[config.mk]
export PLATFORM = sky130hd
export DESIGN_NAME = pwr_seq
export DESIGN_NICKNAME = d
export VERILOG_FILES = /design/src/include/pwr_seq_pkg.sv /design/src/verilog/step_timer.sv /design/src/verilog/pwr_seq.sv
export VERILOG_INCLUDE_DIRS = /design/src /design/src/include
export SDC_FILE = /design/constraint.sdc
export NUM_CORES = 1
export LEC_CHECK = 0
export BUFFER_PORTS_ARGS = -buffer_cell sky130_fd_sc_hd__buf_2
export CORE_ASPECT_RATIO = 1.25
export CORE_UTILIZATION = 40
export DETAILED_ROUTE_END_ITERATION = 10
export GPL_TIMING_DRIVEN = 0
export PLACE_DENSITY = 0.58
export REMOVE_ABC_BUFFERS = 1
export SYNTH_ARGS = -nofsm -noshare
export SYNTH_HDL_FRONTEND = slang
export SYNTH_SLANG_ARGS = --single-unit
[constraint.sdc]
create_clock -name clock -period 2.9 [get_ports clock]
set_input_delay 0.435 -clock clock [delete_from_list [all_inputs] [get_ports clock]]
set_output_delay 0.435 -clock clock [all_outputs]
set_load 0.1 [all_outputs]
[src/include/pwr_seq_map.svh]
// Constants of the supply-rail sequencer: clock rate, rail bit positions,
// step times and their conversion to clock cycles.
// Assumes that every user includes it by its bare name.
`ifndef PWR_SEQ_MAP_SVH
`define PWR_SEQ_MAP_SVH

// ---------------------------------------------------------------------------
// Clock and timer
// ---------------------------------------------------------------------------
`define CLK_MHZ 25
`define US_TO_CYC(t) ((t) * `CLK_MHZ)
`define TMR_W 16
`define RAIL_COUNT 9

// ---------------------------------------------------------------------------
// Rail bit positions in the rail vector
// ---------------------------------------------------------------------------
`define BIT_BBR 0
`define BIT_SOC 1
`define BIT_SD 8
`define KEEP_MASK 9'h003
`define OTHERS_MASK 9'h1fc

// ---------------------------------------------------------------------------
// Ramp steps: index of the 3.3 V step and of the last step
// ---------------------------------------------------------------------------
`define STEP_V33 3'h6
`define STEP_LAST 3'h7

// ---------------------------------------------------------------------------
// Step times in microseconds, typical spacing used and least allowed
// ---------------------------------------------------------------------------
`define T_REQ_CORE_US 1000
`define T_CORE_CPU_US 500
`define T_CPU_LV_US 500
`define T_LV_V18_US 250
`define T_LV_V18_MIN_US 200
`define T_V18_DH_US 500
`define T_V18_DH_MIN_US 400
`define T_DH_DQ_US 300
`define T_DQ_V33_US 100
`define T_V33_SD_US 1000
`define T_POR_US 500
`define T_POR_MIN_US 400

`endif

[src/include/pwr_seq_pkg.sv]
// Types shared by the supply-rail sequencer and its step timer.
// Assumes nothing beyond a SystemVerilog compiler.
package pwr_seq_pkg;

  // -------------------------------------------------------------------------
  // Rail vector, one bit per rail group, battery-backed rail in bit 0
  // -------------------------------------------------------------------------
  typedef struct packed {
    logic sd_card_io_rail;
    logic io_3v3_rails;
    logic dram_io_rail;
    logic dram_high_rail;
    logic io_1v8_rails;
    logic low_voltage_analog_rails;
    logic cpu_rail;
    logic soc_core_rail;
    logic battery_backed_rail;
  } rails_s;

  typedef logic [15:0] count_t;

  // -------------------------------------------------------------------------
  // Sequencer states
  // -------------------------------------------------------------------------
  typedef enum logic [3:0] {
    ST_OFF,
    ST_BBR_UP,
    ST_WAIT_REQ,
    ST_RAMP,
    ST_WAIT_GOOD,
    ST_POR_WAIT,
    ST_RUN,
    ST_PD_OTHERS,
    ST_PD_CORE,
    ST_PD_BBR
  } seq_state_e;

endpackage

[src/verilog/step_timer.sv]
// One-shot down counter that times the spacing between sequencer steps.
// Assumes one clock and a synchronous active-low reset.
`timescale 1ns/10ps
`include "pwr_seq_map.svh"

module step_timer (
  input wire logic clock,
  input wire logic rstn,
  input wire logic start,
  input wire pwr_seq_pkg::count_t count,
  output logic done
);

  pwr_seq_pkg::count_t cnt_q;
  logic busy_q;

  // Done is a one-cycle pulse; a start in the same cycle rearms at once.
  assign done = busy_q && (cnt_q == '0);

  // Load on start, count down while armed, disarm after the pulse.
  always_ff @(posedge clock) begin
    if (!rstn) begin
      cnt_q <= '0;
      busy_q <= 1'b0;
    end else if (start) begin
      cnt_q <= count;
      busy_q <= 1'b1;
    end else if (done) begin
      busy_q <= 1'b0;
    end else if (busy_q) begin
      cnt_q <= cnt_q - 16'h0001;
    end
  end

endmodule

[src/verilog/pwr_seq.sv]
// Power-management sequencer that enables the supply rails of an
// applications processor in order and drives its power-on reset.
// Assumes synchronous power-good inputs and a power-on request from the
// processor, both sampled on clock.
//
// Operation
// - The CPU rail starts after the core rail, 0.5 ms later here.
// - The low-voltage analog rails start after the later of core and CPU, 0.5 ms later.
// - The 1.8 V rails start at least 0.2 ms after the analog rails, 0.25 ms here.
// - The DRAM high rail starts at least 0.4 ms after the 1.8 V rails, 0.5 ms here.
// - The DRAM I/O rail starts after the DRAM high rail, 0.3 ms later.
// - The 3.3 V rails start after the DRAM I/O rail, 0.1 ms later.
// - A switchable SD rail starts last, 1 ms after 3.3 V; a fixed one starts with 3.3 V.
// - Reset stays low during power-up and is released at least 0.4 ms after all rails are good.
// - Reset stays low whenever the core rail is off and the battery-backed rail is on.
// - At power-down the core rail goes after the others and the battery-backed rail last.
`timescale 1ns/10ps
`include "pwr_seq_map.svh"

module pwr_seq #(
  parameter int REQ_CORE_CYC = `US_TO_CYC(`T_REQ_CORE_US),
  parameter int CORE_CPU_CYC = `US_TO_CYC(`T_CORE_CPU_US),
  parameter int CPU_LV_CYC = `US_TO_CYC(`T_CPU_LV_US),
  parameter int LV_V18_CYC = `US_TO_CYC(`T_LV_V18_US),
  parameter int V18_DH_CYC = `US_TO_CYC(`T_V18_DH_US),
  parameter int DH_DQ_CYC = `US_TO_CYC(`T_DH_DQ_US),
  parameter int DQ_V33_CYC = `US_TO_CYC(`T_DQ_V33_US),
  parameter int V33_SD_CYC = `US_TO_CYC(`T_V33_SD_US),
  parameter int POR_CYC = `US_TO_CYC(`T_POR_US),
  parameter int LV_V18_MIN_CYC = `US_TO_CYC(`T_LV_V18_MIN_US),
  parameter int V18_DH_MIN_CYC = `US_TO_CYC(`T_V18_DH_MIN_US),
  parameter int POR_MIN_CYC = `US_TO_CYC(`T_POR_MIN_US)
) (
  input wire logic clock,
  input wire logic rstn,
  input wire logic system_enable,
  input wire logic sd_dynamic,
  input wire logic power_on_request,
  input wire pwr_seq_pkg::rails_s power_good,
  output pwr_seq_pkg::rails_s rail_enable,
  output logic por_n,
  output logic sequence_done,
  output logic battery_backed_mode
);

  // -------------------------------------------------------------------------
  // State
  // -------------------------------------------------------------------------
  pwr_seq_pkg::seq_state_e state_q, state_d;
  logic [2:0] step_q, step_d;
  logic [8:0] en_q, en_d;
  logic por_n_q, por_n_d;
  logic done_q, done_d;
  logic bbm_q, bbm_d;
  logic tmr_start;
  pwr_seq_pkg::count_t tmr_load;
  logic tmr_done;

  // -------------------------------------------------------------------------
  // Decode
  // -------------------------------------------------------------------------
  wire [8:0] pg_w = power_good;
  wire pwr_seq_pkg::count_t delay_w [8];
  wire [2:0] step_next_w = step_q + 3'h1;
  wire fixed_sd_w = !sd_dynamic && (step_q == `STEP_V33);
  wire last_step_w = (step_q == `STEP_LAST) || fixed_sd_w;
  wire [8:0] sd_mask_w = fixed_sd_w ? 9'h100 : 9'h000;
  wire [8:0] step_mask_w = (9'h002 << step_q) | sd_mask_w;
  wire all_good_w = ((pg_w & en_q) == en_q);
  wire others_low_w = ((pg_w & `OTHERS_MASK) == 9'h000);
  wire stop_w = !system_enable || !power_on_request;

  // Spacing before each ramp step, from request to core up to 3.3 V to SD.
  assign delay_w[0] = pwr_seq_pkg::count_t'(REQ_CORE_CYC);
  assign delay_w[1] = pwr_seq_pkg::count_t'(CORE_CPU_CYC);
  assign delay_w[2] = pwr_seq_pkg::count_t'(CPU_LV_CYC);
  assign delay_w[3] = pwr_seq_pkg::count_t'(LV_V18_CYC);
  assign delay_w[4] = pwr_seq_pkg::count_t'(V18_DH_CYC);
  assign delay_w[5] = pwr_seq_pkg::count_t'(DH_DQ_CYC);
  assign delay_w[6] = pwr_seq_pkg::count_t'(DQ_V33_CYC);
  assign delay_w[7] = pwr_seq_pkg::count_t'(V33_SD_CYC);

  // All spacing is counted on the system clock by one shared timer.
  step_timer u_timer (
    .clock(clock),
    .rstn(rstn),
    .start(tmr_start),
    .count(tmr_load),
    .done(tmr_done)
  );

  // -------------------------------------------------------------------------
  // Sequencer
  // -------------------------------------------------------------------------
  // Reset is only ever released on leaving the POR wait, so it is high only in
  // the run state, and never in battery-backed mode with the core rail off.
  always_comb begin
    state_d = state_q;
    step_d = step_q;
    en_d = en_q;
    por_n_d = por_n_q;
    done_d = done_q;
    bbm_d = bbm_q;
    tmr_start = 1'b0;
    tmr_load = delay_w[step_next_w];
    unique case (state_q)
      pwr_seq_pkg::ST_OFF: begin
        if (system_enable) begin
          en_d[`BIT_BBR] = 1'b1;
          state_d = pwr_seq_pkg::ST_BBR_UP;
        end
      end
      pwr_seq_pkg::ST_BBR_UP: begin
        if (!system_enable) begin
          state_d = pwr_seq_pkg::ST_PD_BBR;
        end else if (power_good.battery_backed_rail) begin
          state_d = pwr_seq_pkg::ST_WAIT_REQ;
        end
      end
      pwr_seq_pkg::ST_WAIT_REQ: begin
        if (!system_enable) begin
          state_d = pwr_seq_pkg::ST_PD_BBR;
        end else if (power_on_request) begin
          tmr_start = 1'b1;
          tmr_load = delay_w[0];
          step_d = 3'h0;
          bbm_d = 1'b0;
          state_d = pwr_seq_pkg::ST_RAMP;
        end
      end
      pwr_seq_pkg::ST_RAMP: begin
        if (stop_w) begin
          state_d = pwr_seq_pkg::ST_PD_OTHERS;
        end else if (tmr_done) begin
          en_d = en_q | step_mask_w;
          if (last_step_w) begin
            state_d = pwr_seq_pkg::ST_WAIT_GOOD;
          end else begin
            step_d = step_next_w;
            tmr_start = 1'b1;
          end
        end
      end
      pwr_seq_pkg::ST_WAIT_GOOD: begin
        if (stop_w) begin
          state_d = pwr_seq_pkg::ST_PD_OTHERS;
        end else if (all_good_w) begin
          tmr_start = 1'b1;
          tmr_load = pwr_seq_pkg::count_t'(POR_CYC);
          state_d = pwr_seq_pkg::ST_POR_WAIT;
        end
      end
      pwr_seq_pkg::ST_POR_WAIT: begin
        if (stop_w) begin
          state_d = pwr_seq_pkg::ST_PD_OTHERS;
        end else if (!all_good_w) begin
          state_d = pwr_seq_pkg::ST_WAIT_GOOD;
        end else if (tmr_done) begin
          por_n_d = 1'b1;
          done_d = 1'b1;
          state_d = pwr_seq_pkg::ST_RUN;
        end
      end
      pwr_seq_pkg::ST_RUN: begin
        if (stop_w || !all_good_w) begin
          por_n_d = 1'b0;
          done_d = 1'b0;
          state_d = pwr_seq_pkg::ST_PD_OTHERS;
        end
      end
      pwr_seq_pkg::ST_PD_OTHERS: begin
        en_d = en_q & `KEEP_MASK;
        if (others_low_w) begin
          state_d = pwr_seq_pkg::ST_PD_CORE;
        end
      end
      pwr_seq_pkg::ST_PD_CORE: begin
        en_d[`BIT_SOC] = 1'b0;
        if (!power_good.soc_core_rail) begin
          if (!system_enable) begin
            state_d = pwr_seq_pkg::ST_PD_BBR;
          end else if (!power_on_request) begin
            bbm_d = 1'b1;
            state_d = pwr_seq_pkg::ST_WAIT_REQ;
          end
        end
      end
      pwr_seq_pkg::ST_PD_BBR: begin
        en_d = 9'h000;
        bbm_d = 1'b0;
        state_d = pwr_seq_pkg::ST_OFF;
      end
      default: begin
        state_d = pwr_seq_pkg::ST_PD_OTHERS;
      end
    endcase
  end

  // Register update.
  always_ff @(posedge clock) begin
    if (!rstn) begin
      state_q <= pwr_seq_pkg::ST_OFF;
      step_q <= 3'h0;
      en_q <= 9'h000;
      por_n_q <= 1'b0;
      done_q <= 1'b0;
      bbm_q <= 1'b0;
    end else begin
      state_q <= state_d;
      step_q <= step_d;
      en_q <= en_d;
      por_n_q <= por_n_d;
      done_q <= done_d;
      bbm_q <= bbm_d;
    end
  end

  // Outputs straight from flip-flops.
  assign rail_enable = pwr_seq_pkg::rails_s'(en_q);
  assign por_n = por_n_q;
  assign sequence_done = done_q;
  assign battery_backed_mode = bbm_q;

  // -------------------------------------------------------------------------
  // Checks
  // -------------------------------------------------------------------------
  // Helper: cycles since the last rail rise and since all rails were good.
  logic [8:0] en_prev_q;
  logic [15:0] gap_q, good_cnt_q;
  wire rise_w = |(en_q & ~en_prev_q);
  always_ff @(posedge clock) begin
    if (!rstn) begin
      en_prev_q <= 9'h000;
      gap_q <= 16'h0000;
      good_cnt_q <= 16'h0000;
    end else begin
      en_prev_q <= en_q;
      gap_q <= rise_w ? 16'h0001 : gap_q + {15'h0000, gap_q != 16'hffff};
      good_cnt_q <= !all_good_w ? 16'h0000 : good_cnt_q + {15'h0000, good_cnt_q != 16'hffff};
    end
  end
endmodule

======== Yosys cells after proc, flatten, opt, wreduce, memory -nomap -nowiden ========
Memory sizes are Yosys's and may differ from the RTL's.
Index checks and enable logic that the tools add are counted.
word-level totals
  memory bits (read-only) ................. 128
  input bits .............................. 14
  bits in registers ....................... 35
  output and inout bits ................... 12
  memories ................................ 1
operators by class
  add/subtract/negate cells ............... 2
  muxes and demuxes ....................... 63
  magnitude comparators ................... 1
  reduce and logical (&&, ||, !) cells .... 30
  shift operators ......................... 1
  bitwise operators ....................... 4
  equality and inequality tests ........... 34
memory list
  name             depth  width  rd ports  clocked after memory_dff  wr ports  RTL line        text
  (no name shown)  8      16     1         0                         0         pwr_seq.sv:105  tmr_load = delay_w[step_next_w];
operators by type and width
  cell                                                 count
  two-way mux 16 bit                                   9
  two-way mux 4 bit                                    18
  case mux 4 bit (10 select lines)                     1
  case mux 16 bit (2 select lines)                     1
  != test 2 bit (second input constant)                15
  two-way mux 9 bit                                    3
  two-way mux 1 bit                                    19
  != test 3 bit (second input constant)                6
  bitwise OR 9 bit                                     2
  == test 4 x 3 -> 1 bit (second input constant)       4
  zero test 16 bit                                     1
  subtractor 16 x 1 -> 16 bit (second input constant)  1
  two-way mux 3 bit                                    5
  case mux 7 bit (2 select lines)                      1
  AND reduction 6 bit                                  2
  nonzero test 2 bit                                   6
  AND reduction 11 bit                                 1
  bitwise AND 9 bit                                    1
  == test 9 bit                                        1
  zero test 9 bit                                      1
  case mux 1 bit (3 select lines)                      3
  << shifter 2 x 3 -> 9 bit (first input constant)     1
  == test 4 x 2 -> 1 bit (second input constant)       2
  == test 4 bit (second input constant)                2
  18 further kinds                                     29

======== Depth between registers and ports, before layout ========
  depth after elaboration ................. 9
  mapped depth ............................ 10
  mapped depth without buffers ............ 8

======== Modules after synthesis ========
From an unflattened synthesis, not the netlist that was laid out.
unflattened totals
  cell total of the unflattened synthesis .. 334
  area, all modules ....................... 2,582.5 um^2
by module, submodules not included
  module      area an instance (um^2)  sequential area each (um^2)  instances  cells each
  pwr_seq     1,508.9                  360.3                        1          207
  step_timer  1,073.5                  340.3                        1          127

======== Worst setup path after synthesis ========
OpenSTA, ideal clock, no wires.
  path type ............................... register to register
  from .................................... reg en_q[2], in the netlist rail_enable[2]
  to ...................................... reg state_q[0]
  arrival time ............................ 2.436 ns
  library setup time ...................... 0.132 ns
  clock period less this slack ............ 2.567 ns
  required time ........................... 2.768 ns
  cell stages (with the launch flop) ...... 7
  path slack .............................. 0.333 ns
  path through ............................ dfxtp_1 nor2b_1 a2111oi_0 nand4_1 nor3b_1 a311o_1 mux2i_1
between the ends
  cells in the longest elaborated chain, start to end .. 6
ends and longest elaborated chain
  element                                RTL line        text
  start, declared                        pwr_seq.sv:51   logic [8:0] en_q, en_d;
  start signal, assigned                 pwr_seq.sv:211  en_q <= en_d;
  bitwise AND 9 bit                      pwr_seq.sv:69   wire all_good_w = ((pg_w & en_q) == en_q);
  == test 9 bit *                        pwr_seq.sv:69
  zero test 1 bit                        n/a
  logical OR 1 bit                       pwr_seq.sv:165  if (stop_w || !all_good_w) begin
  != test 2 bit (no source line)         n/a
  AND reduction 11 bit (no source line)  n/a
  end signal, assigned                   pwr_seq.sv:202  state_q <= pwr_seq_pkg::ST_OFF;
  end signal, assigned                   pwr_seq.sv:209  state_q <= state_d;
  end, declared                          pwr_seq.sv:49   pwr_seq_pkg::seq_state_e state_q, state_d;
Mark *: on every way between the ends. The rest lies on a longest branch, timed or not.
A chain may end at the register's enable or synchronous reset.

======== Worst setup path after layout ========
  from .................................... reg step_q[0]
  to ...................................... reg u_timer.cnt_q[7]
between the ends
  cells in the longest elaborated chain, start to end .. 9
ends and longest elaborated chain
  element                                                                         RTL line                        text
  start, declared                                                                 pwr_seq.sv:50                   logic [2:0] step_q, step_d;
  start signal, assigned                                                          pwr_seq.sv:210                  step_q <= step_d;
  adder 3 x 1 -> 3 bit or == test 3 bit (tied branches)                           n/a
  inverter 3 -> 4 bit (not written as such) or logical AND 1 bit (tied branches)  pwr_seq.sv:105, pwr_seq.sv:65
  memory (8 x 16 bit) or logical OR 1 bit (tied branches)                         n/a
  two-way mux 16 bit (not written as such) or two-way mux 1 bit (tied branches)   pwr_seq.sv:105, pwr_seq.sv:136
  two-way mux 16 bit (not written as such) or two-way mux 1 bit (tied branches)   pwr_seq.sv:105, pwr_seq.sv:134
  two-way mux 16 bit, or another cell as far along                                pwr_seq.sv:147                  end else if (all_good_w) begin
  two-way mux 16 bit, or another cell as far along                                pwr_seq.sv:145                  if (stop_w) begin
  case mux 16 bit (2 select lines), or another cell as far along                  pwr_seq.sv:106                  unique case (state_q)
  two-way mux 16 bit or AND reduction 2 bit (tied branches)                       n/a
  end signal, assigned                                                            step_timer.sv:26                cnt_q <= count;
  end signal, assigned                                                            step_timer.sv:31                cnt_q <= cnt_q - 16'h0001;
  end, declared                                                                   step_timer.sv:14                pwr_seq_pkg::count_t cnt_q;
Parallel ways exist; a longest one is shown, timed or not. The select of a mux whose other input is x is not followed.

==> out/metrics.yaml <==
outcome: "complete, no violations"
htree_levels: 2
crit_arrival_ns: 3.00
fin_crit_ns: 2.759
row_count: 31
grtUsageTotal_pct: 20.26
use_met2_pct: 34.39
worstMarginPinSlew_ns: 0.9258
ctsHoldBuffers: 0
grt_max_degree: 28
cp-end-kind: "register"
grt_overflow: 0
finalHoldViolations: 0
required_ns: 3.14
viasPerCell: 5.683
path_cells: "inv_1, ha_1, and3b_1, or4_4, or3_1, a21oi_1, a21boi_1, o31a_1"
top_usage_layer: "met2"
yosys-top-cells-count: "36 x nand2_1, 35 x dfxtp_1, 26 x nor2_1"
gp_congestion: 0.7992
grtUsageMet1_pct: 25.29
syn_avg_cell_area_sq_um: 7.705
syn-cell-area_sq_um: 2435
hp-class: "reg2reg"
synth.top_cell.area_share_pct: 28.78
p_int_uw: 946.2
core-area_sq_um: 5818
p_leak_uw: 0.001057
clockPowerShare_pct: 29.9
seq_power_share_pct: 40.8
post-place-ws_ns: -0.1088
initial_core_util_pct: 41.85
placed_cells: 389
crit_type: "reg2reg"
synth_area_leader_cell: "dfxtp_1"
drt-initial-drc-count: 84
cap_violations: 0
drc: 0
die_y_um: 89.23
die_w_um: 71.79
met3_usage_pct: 2.818
synth_flop_cell: "dfxtp_1"
ys_types: 59
setup_viol: 0
ir_worst_vdd_v: 0.0003873
dp_hpwl_um: 4568
synth.most_common_cell: "nand2_1"
area_growth_pct: 9.815
slew_headroom_pct: 37.71
yosysWarnings: 0
wire_per_inst_um: 15.21
num_antenna_cells: 0
vias: 2256
cp_slowest_stage_delay_ns: 0.52
final_nets: 354
multi_input_area_sq_um: 1594
first_pass_iters: 4
fillers: 597
ios: 26
cts_sinks: 35
clk_pin_slew_worst_paths_ns: 0.08
finalPower_uw: 1529
final_cells: 397
cts_tree: "yes"
fin_skew_ns: 0.007819
fin_area_sq_um: 2674
max_freq_mhz: 362.4
p_sw_uw: 583.2
crit_slowest_cell: "or3_1"
rsz0062_at_grt: "no"
cts.path.max_buffers: 2
port_buffers: 25
ys_seq_area_share_pct: 28.78
ant_nets: 0
final_max_slew_viol_count: 0
ys_ff_latch: 35
grt_pass1_vias: 2104
grt_pass1_wl_um: 10110
totalWireLength_um: 6039
finalWorstSetupSlack_ns: 0.1408
seq_area_sq_um: 703.2
period_share_pct: 95.15
p_per_area_nw_per_um2: 572.0
numCtsBuffers: 5
async_flop_share_pct: 0
p_comb_share_pct: 29.3
synth_edf_count: 0
netlist_instances: 316
dpl_cell_area_sq_um: 2554
antenna_found_initial: 0
drive_above_1_share_pct: 13.60
cp_max_fo: 6
clock_latency_ns: 0.29
cts-root-buf: "clkbuf_8"
die_area_sq_um: 6405
start_kind: "register"
switching_share_pct: 38.13
synthTopCellsByArea: "dfxtp_1 29%, nand2_1 5.5%, a21oi_1 5.1%"
-- power groups by stage --
stage | Clock, uW | Combinational (uW) | Sequential [uW]
after floorplan | 0 | 306 | 649
after global placement | 0 | 441 | 633
after detailed placement | 0 | 448 | 632
after CTS | 468 | 449 | 624
after global routing | 486 | 501 | 639
final | 457 | 448 | 624
-- metal layers --
metal	routed length, um	vias to the layer above
met5	0	-
met4	155	0
met3	194	12
met2	2996	51
met1	2692	1028
li1	-	1165
-- flip-flops by register name (all words and copies together) (netlist names), named ones only --
| register | flops |
|---|---|
| battery_backed_mode | 1 |
| rail_enable | 8 |
| sequence_done | 1 |
| state_q | 4 |
| step_q | 3 |
| u_timer.busy_q | 1 |
| u_timer.cnt_q | 16 |
-- critical path, delay by kind of cell, from the launching register on --
family / cells / cell delay, ns
buffers and inverters: 1 / 0.15
DFF: 1 / 0.46
and+or+nand+nor: 3 / 1.16
adders and majority gates: 1 / 0.27
AOI/OAI and AO/OA: 3 / 0.68
-- cell type report --
type | instances | area share [%]
Tap cell | 66 | 3.088
Clock inverter | 3 | 1.638
Sequential cell | 35 | 26.30
Clock buffer | 5 | 2.574
Inverter | 15 | 2.106
Multi-Input combinational cell | 248 | 59.62
Timing Repair Buffer | 25 | 4.679
-- path summary, 6_finish.rpt --
kind,start,to,slack (ns),cells after the start
setup / recovery,step_q[0],u_timer.cnt_q[7],0.14,8
hold / removal,rail_enable[8],rail_enable[8],0.49,2
setup reg to reg,step_q[0],u_timer.cnt_q[7],0.14,8
hold reg to reg,rail_enable[8],rail_enable[8],0.49,2
-- repair_timing --
| action | in CTS | in global routing |
|---|---|---|
| setup endpoints to repair | 2 | 3 |
| resized for setup | 3 | 1 |
| gates cloned | 0 | 0 |
| buffers inserted | 0 | 0 |
-- placed cells by master, fill, tap and decap left out, types with 3 or more instances in the layout --
| cell | instances |
|---|---|
| a211o_1 | 3 |
| a211oi_1 | 4 |
| a21boi_0 | 3 |
| a21oi_1 | 25 |
| a31oi_1 | 7 |
| and2_1 | 6 |
| buf_2 | 25 |
| clkbuf_8 | 5 |
| dfxtp_1 | 33 |
| ha_1 | 10 |
| inv_1 | 15 |
| mux2i_1 | 3 |
| nand2_1 | 36 |
| nand2b_1 | 4 |
| nand3_1 | 10 |
| nand4_1 | 5 |
| nor2_1 | 26 |
| nor2b_1 | 8 |
| nor3_1 | 9 |
| nor3b_1 | 4 |
| nor4_1 | 6 |
| o21ai_0 | 14 |
| o31a_1 | 3 |
| o31ai_1 | 5 |
| or4_1 | 3 |
| xnor2_1 | 8 |
| xor2_1 | 9 |
-- logic make-up after synthesis --
logic type      after synthesis  share of synthesized area, %
mux                           3                         1.233
buf+inv                      33                         5.961
compound gates               84                         22.87
fa+ha+maj                    10                         5.139
flops                        35                         28.78
xor+xnor                     17                         6.115
simple gates                134                         29.91
-- stage by stage --
step / setup TNS (ns) / utilization, % / hold slack, ns
after floorplan: 0 / - / 0.4797
after global placement: -0.09413 / 43.89 / 0.4697
after detailed placement: -0.1088 / 43.89 / 0.4709
after CTS: 0 / 45.96 / 0.4925
after global routing: 0 / 45.96 / 0.5022
final: 0 / 45.96 / 0.4942
Power figures use the tool's default switching activity.
